===== config.mk =====
export PLATFORM = sky130hd
export DESIGN_NAME = ssl_top
export DESIGN_NICKNAME = d
export VERILOG_FILES = /design/src/hw/ssl_pkg.sv /design/src/hw/ssl_divider.sv /design/src/hw/ssl_top.sv
export SDC_FILE = /design/constraint.sdc
export NUM_CORES = 1
export LEC_CHECK = 0
export ABC_AREA = 1
export BUFFER_PORTS_ARGS = -buffer_cell sky130_fd_sc_hd__buf_2
export CELL_PAD_IN_SITES_DETAIL_PLACEMENT = 1
export CELL_PAD_IN_SITES_GLOBAL_PLACEMENT = 2
export CORE_MARGIN = 5
export CORE_UTILIZATION = 34
export DETAILED_ROUTE_END_ITERATION = 7
export GPL_TIMING_DRIVEN = 0
export PLACE_DENSITY_LB_ADDON = 0.3
export SLEW_MARGIN = 20
export SYNTH_ARGS = -nofsm -noshare
export SYNTH_HDL_FRONTEND = slang
export SYNTH_SLANG_ARGS = --single-unit
export TNS_END_PERCENT = 5

===== constraint.sdc =====
create_clock -name sys_clk -period 1.7 [get_ports sys_clk]
set_clock_uncertainty 0.15 [all_clocks]
set_input_delay 0.34 -clock sys_clk [delete_from_list [all_inputs] [get_ports sys_clk]]
set_output_delay 0.34 -clock sys_clk [all_outputs]
set_load 0.01 [all_outputs]

===== src/hw/ssl_pkg.sv =====
// Shared constants for the synthesizer serial load and lock monitor.
package ssl_pkg;
	// Serial frame layout, sent first bit first, control bit last.
	localparam int REF_W = 14;
	localparam int MAIN_W = 10;
	localparam int SWAL_W = 7;
	localparam int FRAME_W = REF_W + MAIN_W + SWAL_W + 1;
	localparam int REF_MSB = FRAME_W - 1;
	localparam int REF_LSB = FRAME_W - REF_W;
	localparam int MAIN_MSB = REF_LSB - 1;
	localparam int MAIN_LSB = REF_LSB - MAIN_W;
	localparam int SWAL_MSB = MAIN_LSB - 1;
	localparam int SWAL_LSB = MAIN_LSB - SWAL_W;
	localparam int CTRL_BIT = 0;
	localparam logic CTRL_LATCH = 1'h1;
	// Select code A0 A1 A2 = 1 1 0, held as {bit2, bit1, bit0}.
	localparam logic [2:0] SELECT_MATCH = 3'h3;
	// Typical reference and comparison rates.
	localparam longint REF_FREQ_HZ = 12800000;
	localparam longint COMP_FREQ_HZ = 6250;
	localparam logic [REF_W-1:0] REF_DIV_RESET = REF_W'(REF_FREQ_HZ / COMP_FREQ_HZ);
	localparam logic [MAIN_W-1:0] MAIN_DIV_RESET = 10'h001;
	localparam logic [SWAL_W-1:0] SWAL_DIV_RESET = 7'h00;
	localparam int PRESCALE_NOMINAL = 128;
	// Positions of the pin inputs in the synchroniser vector.
	localparam int PIN_N = 8;
	localparam int PIN_SEL0 = 0;
	localparam int PIN_SEL1 = 1;
	localparam int PIN_SEL2 = 2;
	localparam int PIN_SCLK = 3;
	localparam int PIN_SDATA = 4;
	localparam int PIN_SEN = 5;
	localparam int PIN_LOCK = 6;
	localparam int PIN_KEY = 7;
	// Key line rests high, oscillator off; lock detect rests high.
	localparam logic [PIN_N-1:0] PIN_RESET = 8'hc0;
	localparam int REF_PIN = 0;
	localparam int PRE_PIN = 1;
endpackage : ssl_pkg


===== src/hw/ssl_divider.sv =====
// Programmable divider that emits one pulse every divisor input ticks.
`timescale 1ns/1ps
module ssl_divider #(
	parameter int W = 14
) (
	input wire logic sys_clk,
	input wire logic rstn,
	input wire logic tick,
	input wire logic [W-1:0] divisor,
	output logic pulse_reg
);
	logic [W-1:0] cnt_reg;

	// A divisor of zero is treated as one.
	always_ff @(posedge sys_clk or negedge rstn) begin
		if (!rstn) begin
			cnt_reg <= '0;
			pulse_reg <= 1'b0;
		end else begin
			pulse_reg <= 1'b0;
			if (tick) begin
				if (cnt_reg <= W'(1)) begin
					cnt_reg <= divisor;
					pulse_reg <= 1'b1;
				end else begin
					cnt_reg <= cnt_reg - W'(1);
				end
			end
		end
	end
endmodule : ssl_divider


===== src/hw/ssl_top.sv =====
// Serial divider load, dual-modulus control and out-of-lock fault latch.
// How it works
// - Select code A0 A1 A2 equal to 1 1 0 opens the input gates.
// - Clock, data and enable pass only while the select code matches.
// - Reference, main and swallow divider values load serially.
// - Each rising serial clock shifts one data bit into the shift register.
// - Enable high copies the shift register into the divider latches.
// - Reference divider brings the reference down to the comparison rate.
// - Modulus control selects the alternate prescaler modulus for swallow counts.
// - Main divider turns prescaled feedback into the divided oscillator pulse.
// - A gated enable pulse drives the loop filter bypass.
// - The gated enable pulse clears the fault latch.
// - Lock detect low after clearing sets the latch and lights the indicator.
// - Fault flag low while a fault is latched and the oscillator is on, high otherwise.
// - Key line low turns on oscillator and fault indicator gating.
// - A final control bit of one is needed for the latch to happen.
`timescale 1ns/1ps
module ssl_top
	import ssl_pkg::*;
(
	input wire logic sys_clk,
	input wire logic rstn,
	input wire logic select_code_bit0,
	input wire logic select_code_bit1,
	input wire logic select_code_bit2,
	input wire logic serial_clk,
	input wire logic serial_data,
	input wire logic serial_enable,
	input wire logic lock_detect,
	input wire logic osc_key_line,
	input wire logic ref_in,
	input wire logic prescaler_in,
	output logic decoder_match_output_n_reg,
	output logic [REF_W-1:0] ref_div_reg,
	output logic [MAIN_W-1:0] main_div_reg,
	output logic [SWAL_W-1:0] swal_div_reg,
	output logic loop_bypass_reg,
	output logic fault_reg,
	output logic fault_led_reg,
	output logic fault_flag_reg,
	output logic osc_on_level_reg,
	output logic modulus_ctrl_reg,
	output logic fr_pulse_reg,
	output logic fv_pulse_reg
);
	logic [PIN_N-1:0] pins;
	logic [PIN_N-1:0] s1_reg;
	logic [PIN_N-1:0] s2_reg;
	logic [PIN_N-1:0] s3_reg;
	logic [PIN_N-1:0] filt_reg;
	logic [PIN_N-1:0] prev_reg;
	logic [1:0] fs1_reg;
	logic [1:0] fs2_reg;
	logic [1:0] fs3_reg;
	logic [1:0] ffilt_reg;
	logic [1:0] fprev_reg;
	logic [FRAME_W-1:0] shift_reg;
	logic [SWAL_W-1:0] swal_cnt_reg;
	logic armed_reg;
	logic match;
	logic sclk_rise;
	logic sen_rise;
	logic sen_level;
	logic osc_on;
	logic ref_tick;
	logic pre_tick;
	logic fr_pulse;
	logic fv_pulse;

	assign pins = {osc_key_line, lock_detect, serial_enable, serial_data, serial_clk,
		select_code_bit2, select_code_bit1, select_code_bit0};

	// Three-stage synchronisers; a level counts once stages two and three agree.
	always_ff @(posedge sys_clk or negedge rstn) begin
		if (!rstn) begin
			s1_reg <= PIN_RESET;
			s2_reg <= PIN_RESET;
			s3_reg <= PIN_RESET;
			prev_reg <= PIN_RESET;
			fs1_reg <= '0;
			fs2_reg <= '0;
			fs3_reg <= '0;
			fprev_reg <= '0;
		end else begin
			s1_reg <= pins;
			s2_reg <= s1_reg;
			s3_reg <= s2_reg;
			prev_reg <= filt_reg;
			fs1_reg <= {prescaler_in, ref_in};
			fs2_reg <= fs1_reg;
			fs3_reg <= fs2_reg;
			fprev_reg <= ffilt_reg;
		end
	end

	genvar gi;
	generate
		for (gi = 0; gi < PIN_N; gi++) begin : g_filt
			always_ff @(posedge sys_clk or negedge rstn) begin
				if (!rstn) begin
					filt_reg[gi] <= PIN_RESET[gi];
				end else if (s2_reg[gi] == s3_reg[gi]) begin
					filt_reg[gi] <= s3_reg[gi];
				end
			end
		end
		for (gi = 0; gi < 2; gi++) begin : g_ffilt
			always_ff @(posedge sys_clk or negedge rstn) begin
				if (!rstn) begin
					ffilt_reg[gi] <= 1'b0;
				end else if (fs2_reg[gi] == fs3_reg[gi]) begin
					ffilt_reg[gi] <= fs3_reg[gi];
				end
			end
		end
	endgenerate

	assign match = ({filt_reg[PIN_SEL2], filt_reg[PIN_SEL1], filt_reg[PIN_SEL0]}
		== SELECT_MATCH);
	assign sclk_rise = match & filt_reg[PIN_SCLK] & ~prev_reg[PIN_SCLK];
	assign sen_rise = match & filt_reg[PIN_SEN] & ~prev_reg[PIN_SEN];
	assign sen_level = match & filt_reg[PIN_SEN];
	assign osc_on = ~filt_reg[PIN_KEY];
	assign ref_tick = ffilt_reg[REF_PIN] & ~fprev_reg[REF_PIN];
	assign pre_tick = ffilt_reg[PRE_PIN] & ~fprev_reg[PRE_PIN];

	// Decoder output is low while the select code matches.
	always_ff @(posedge sys_clk or negedge rstn) begin
		if (!rstn) begin
			decoder_match_output_n_reg <= 1'b1;
		end else begin
			decoder_match_output_n_reg <= ~match;
		end
	end

	// Serial shift register, first bit ends up at the top.
	always_ff @(posedge sys_clk or negedge rstn) begin
		if (!rstn) begin
			shift_reg <= '0;
		end else if (sclk_rise) begin
			shift_reg <= {shift_reg[FRAME_W-2:0], filt_reg[PIN_SDATA]};
		end
	end

	// Divider latches take the frame on enable when the control bit is one.
	always_ff @(posedge sys_clk or negedge rstn) begin
		if (!rstn) begin
			ref_div_reg <= REF_DIV_RESET;
			main_div_reg <= MAIN_DIV_RESET;
			swal_div_reg <= SWAL_DIV_RESET;
		end else if (sen_rise && shift_reg[CTRL_BIT] == CTRL_LATCH) begin
			ref_div_reg <= shift_reg[REF_MSB:REF_LSB];
			main_div_reg <= shift_reg[MAIN_MSB:MAIN_LSB];
			swal_div_reg <= shift_reg[SWAL_MSB:SWAL_LSB];
		end
	end

	// Loop filter bypass follows the gated enable pulse.
	always_ff @(posedge sys_clk or negedge rstn) begin
		if (!rstn) begin
			loop_bypass_reg <= 1'b0;
		end else begin
			loop_bypass_reg <= sen_level;
		end
	end

	// Fault latch; loss of lock wins over the clearing enable.
	always_ff @(posedge sys_clk or negedge rstn) begin
		if (!rstn) begin
			armed_reg <= 1'b0;
			fault_reg <= 1'b0;
		end else begin
			if (sen_rise) begin
				armed_reg <= 1'b1;
			end
			if (armed_reg && !filt_reg[PIN_LOCK]) begin
				fault_reg <= 1'b1;
			end else if (sen_rise) begin
				fault_reg <= 1'b0;
			end
		end
	end

	// Indicator and flag are gated by the oscillator-on level.
	always_ff @(posedge sys_clk or negedge rstn) begin
		if (!rstn) begin
			osc_on_level_reg <= 1'b0;
			fault_led_reg <= 1'b0;
			fault_flag_reg <= 1'b1;
		end else begin
			osc_on_level_reg <= osc_on;
			fault_led_reg <= fault_reg & osc_on;
			fault_flag_reg <= ~(fault_reg & osc_on);
		end
	end

	ssl_divider #(.W(REF_W)) u_ref_div (
		.sys_clk(sys_clk),
		.rstn(rstn),
		.tick(ref_tick),
		.divisor(ref_div_reg),
		.pulse_reg(fr_pulse)
	);

	ssl_divider #(.W(MAIN_W)) u_main_div (
		.sys_clk(sys_clk),
		.rstn(rstn),
		.tick(pre_tick),
		.divisor(main_div_reg),
		.pulse_reg(fv_pulse)
	);

	// Swallow counter holds the alternate modulus for the first counts of a cycle.
	always_ff @(posedge sys_clk or negedge rstn) begin
		if (!rstn) begin
			swal_cnt_reg <= '0;
			modulus_ctrl_reg <= 1'b0;
		end else if (fv_pulse) begin
			swal_cnt_reg <= swal_div_reg;
			modulus_ctrl_reg <= (swal_div_reg != '0);
		end else if (pre_tick && modulus_ctrl_reg) begin
			swal_cnt_reg <= swal_cnt_reg - SWAL_W'(1);
			if (swal_cnt_reg <= SWAL_W'(1)) begin
				modulus_ctrl_reg <= 1'b0;
			end
		end
	end

	always_ff @(posedge sys_clk or negedge rstn) begin
		if (!rstn) begin
			fr_pulse_reg <= 1'b0;
			fv_pulse_reg <= 1'b0;
		end else begin
			fr_pulse_reg <= fr_pulse;
			fv_pulse_reg <= fv_pulse;
		end
	end

	a_select_gate: assert property (@(posedge sys_clk) disable iff (!rstn)
		!match |=> $stable(shift_reg)) else $error("shift moved while unselected");
	a_shift_bit: assert property (@(posedge sys_clk) disable iff (!rstn)
		sclk_rise |=> shift_reg[0] == $past(filt_reg[PIN_SDATA])) else $error("bad shift");
	a_latch_load: assert property (@(posedge sys_clk) disable iff (!rstn)
		sen_rise && shift_reg[CTRL_BIT] |=> ref_div_reg == $past(shift_reg[REF_MSB:REF_LSB])
		&& swal_div_reg == $past(shift_reg[SWAL_MSB:SWAL_LSB])) else $error("no latch");
	a_ctrl_zero: assert property (@(posedge sys_clk) disable iff (!rstn)
		sen_rise && !shift_reg[CTRL_BIT] |=> $stable(main_div_reg)) else $error("bad latch");
	a_bypass_pulse: assert property (@(posedge sys_clk) disable iff (!rstn)
		sen_rise |=> loop_bypass_reg) else $error("bypass missing");
	a_fault_clear: assert property (@(posedge sys_clk) disable iff (!rstn)
		sen_rise && filt_reg[PIN_LOCK] |=> !fault_reg) else $error("fault not cleared");
	a_fault_set: assert property (@(posedge sys_clk) disable iff (!rstn)
		armed_reg && !filt_reg[PIN_LOCK] |=> fault_reg
		##1 (fault_reg || $past(sen_rise && filt_reg[PIN_LOCK]))) else $error("fault not held");
	a_flag_low: assert property (@(posedge sys_clk) disable iff (!rstn)
		fault_reg && osc_on |=> !fault_flag_reg && fault_led_reg) else $error("flag high");
	a_led_inhibit: assert property (@(posedge sys_clk) disable iff (!rstn)
		!osc_on |=> !fault_led_reg && fault_flag_reg) else $error("led not inhibited");
	a_modulus_start: assert property (@(posedge sys_clk) disable iff (!rstn)
		fv_pulse && swal_div_reg != '0 |=> modulus_ctrl_reg) else $error("no modulus");
endmodule : ssl_top


==> out/metrics.csv <==
metric;value;unit
layoutNonFillerInstCount;997;
grt_overflow;0;
slew_viol_final;0;
io_buffers;51;
viasPerCell;4.70;
critPathKind;register to register;
synth_area_leader_cell;dfrtp_1;
ir_drop;0.778;mV
netlist_top_cells_area;dfrtp_1 56%, nand2_1 10%, inv_1 5.3%;
clock_sink_count;150;
cts_tree;yes;
vias;4689;
clk-insertion-delay-late;0.43;ns
powerDensity;1650;nW/um^2
fin_crit_sh;0.981;
clock_tree.buffer_depth;2;
syn_nets;671;
grt_antenna_before_repair;0;
setup_violations;0;
synth_compound_area_frac;0.0877;
grt_pass1_wl;24700;um
gp_congestion;0.796;
power.total;12.8;mW
die_h;144;um
start_util;0.344;
synth_xor_area_frac;0.00997;
tightest_slew;0.591;ns
cp_data_required_time;1.86;ns
routed_wirelength;14900;um
dpl_worst_slack;-0.381;ns
synth_simple_gate_area_frac;0.192;
cp.arrival;1.83;ns
clk_pin_slew;0.07;ns
synth_mux_area_frac;0;
max-slew-margin-rel;0.606;
drive_above_1_share;0.237;
cts_buffers;17;
seq_area_frac_synth;0.613;
drt_iter0_drc;172;
layout.nets;773;
htreeDepth;4;
insertedDiodeCount;0;
ioPinCount;52;
synth.distinct_cells;30;
outcome;finished clean;
maxCapViolCount;0;
synth_top_area_share;0.562;
rsz0062_at_grt;yes;
synth-seq-cells;150;
gr-usage-all-layers;0.151;
cp-start-kind;register;
tns;0;ns
synth_top_family_by_area;simple AND/OR/NAND/NOR gates;
finalHoldViolCount;0;
dp_cells;934;
die_x;144;um
dr.pass1.iters;4;
fp.dieArea;20900;um^2
placed_cell_area;6730;um^2
final_area;7740;um^2
syn_area;6150;um^2
ant_nets;0;
worstPathMaxFanout;7;
row_count;49;
fin_ws;0.0327;ns
drc_errors;0;
largest_register_ffs;32;
netlist_instances;653;
core-area;17900;um^2
wl_per_cell;14.9;um
dp.final_hpwl;10100;um
grt_pass1_vias;4848;
utilization;0.432;
post-route-min-period;1.67;ns
root_buffer;clkbuf_16;
fmax;0.600;GHz
worst_setup_path_end_kind;register;
synth_fa_ha_area_frac;0.0285;
hp-class;register to register;
area_growth;25.9;%
fill_cells;2033;
synth_warnings;0;
finalHoldWorstSlack;0.198;ns
avgSynthCellArea;9.42;um^2
p_leak;3.80;nW
grt_max_degree;77;
reg2reg_slack;0.03;ns
-- synthesized netlist by cell type --
cell type  number
o21ai_0        50
dfstp_2        12
nand3_2         1
a21oi_1        18
xor2_1          3
dfrtp_1       138
nor2_1         50
nor3_1          2
ha_1            6
nor2_2          2
buf_6           4
o21bai_1        3
clkbuf_1       10
o31ai_1         1
o22ai_1         2
inv_2           2
o211ai_1        5
o21a_1          5
o221ai_1        3
nand2_1       164
buf_2           2
nor2_4          6
inv_1          87
and2_1          1
maj3_1         10
nand2_2         4
nand3_1        40
o21ai_1        11
nand4_1         7
xnor2_1         4
-- critical path, cell delays in order (launching register included) --
cell	delay, ns
dfrtp_1	0.41
inv_2	0.12
ha_4	0.17
o21ai_2	0.07
nor2_4	0.21
nand2_4	0.11
buf_4	0.16
nand3_1	0.06
o211ai_1	0.09
-- placed cells by master, fill, tap and decap left out, types with 4 or more instances in the layout --
master         instances
o211ai_1               5
a21oi_1               18
buf_8                  4
xnor2_1                4
clkbuf_2               8
o21a_1                 5
dfrtp_2                6
o21ai_0               42
buf_2                 50
nand2_1              156
nand3_1               40
maj3_1                10
dlygate4sd3_1         11
nor2_1                40
nor2_4                11
inv_8                  4
inv_1                 81
inv_2                  6
o21ai_1               17
nand4_1                7
nor2_2                 7
dfrtp_1              132
clkbuf_16             17
inv_6                  6
nand2_4                5
buf_4                 20
nand2_2                7
dfstp_2               12
-- worst paths after layout --
path | startpoint | end | cells after the start
max | u_ref_div.cnt_reg[1] | u_ref_div.cnt_reg[5] | 8
min | s1_reg[3] | s2_reg[3] | 0
max reg2reg | u_ref_div.cnt_reg[1] | u_ref_div.cnt_reg[5] | 8
min reg2reg | s1_reg[3] | s2_reg[3] | 0
max in group asynchronous | rstn | s2_reg[6] | 3
min in group asynchronous | rstn | swal_cnt_reg[3] | 2
-- layout make-up --
class	instances	area (um^2)	area share
Sequential cell	150	3780	0.488
Multi-Input combinational cell	398	2110	0.272
Timing Repair Buffer	83	553	0.0714
Clock buffer	17	425	0.0550
Inverter	89	339	0.0438
Tap cell	229	287	0.0370
Clock inverter	15	131	0.0170
Buffer	16	123	0.0158
-- routing by layer --
metal  track usage  wire length [um]  up-vias
met1         0.205              7110     2320
li1              -                 -     2292
met5             0                 0        -
met2         0.240              7050       54
met3        0.0321               408       23
met4        0.0550               297        0
-- power breakdown --
part           internal [mW]  leakage [nW]  total (mW)  switching (mW)
clock                   1.93         0.273        3.59            1.66
sequential              4.65          1.85        5.53           0.880
combinational           1.48          1.68        3.66            2.18
total                   8.06          3.80        12.8            4.72
-- timing repair --
item                                    4_1_cts  5_1_grt
buffers inserted                              5       15
gates resized for setup                      26       56
pin swaps                                     3       10
endpoints found under the setup margin       83       74
hold endpoints to repair                     83        0
hold buffers                                 11        0
cloned                                        0        0
-- cells by family (layout without fill, tap and decap cells) --
| kind of cell | count (synthesis) | in the layout |
|---|---|---|
| flops | 150 | 150 |
| xor+xnor | 7 | 7 |
| buf+inv | 105 | 220 |
| simple gates | 277 | 277 |
| compound gates | 98 | 98 |
| fa+ha+maj | 16 | 16 |
(Power assumes the default switching activity.)
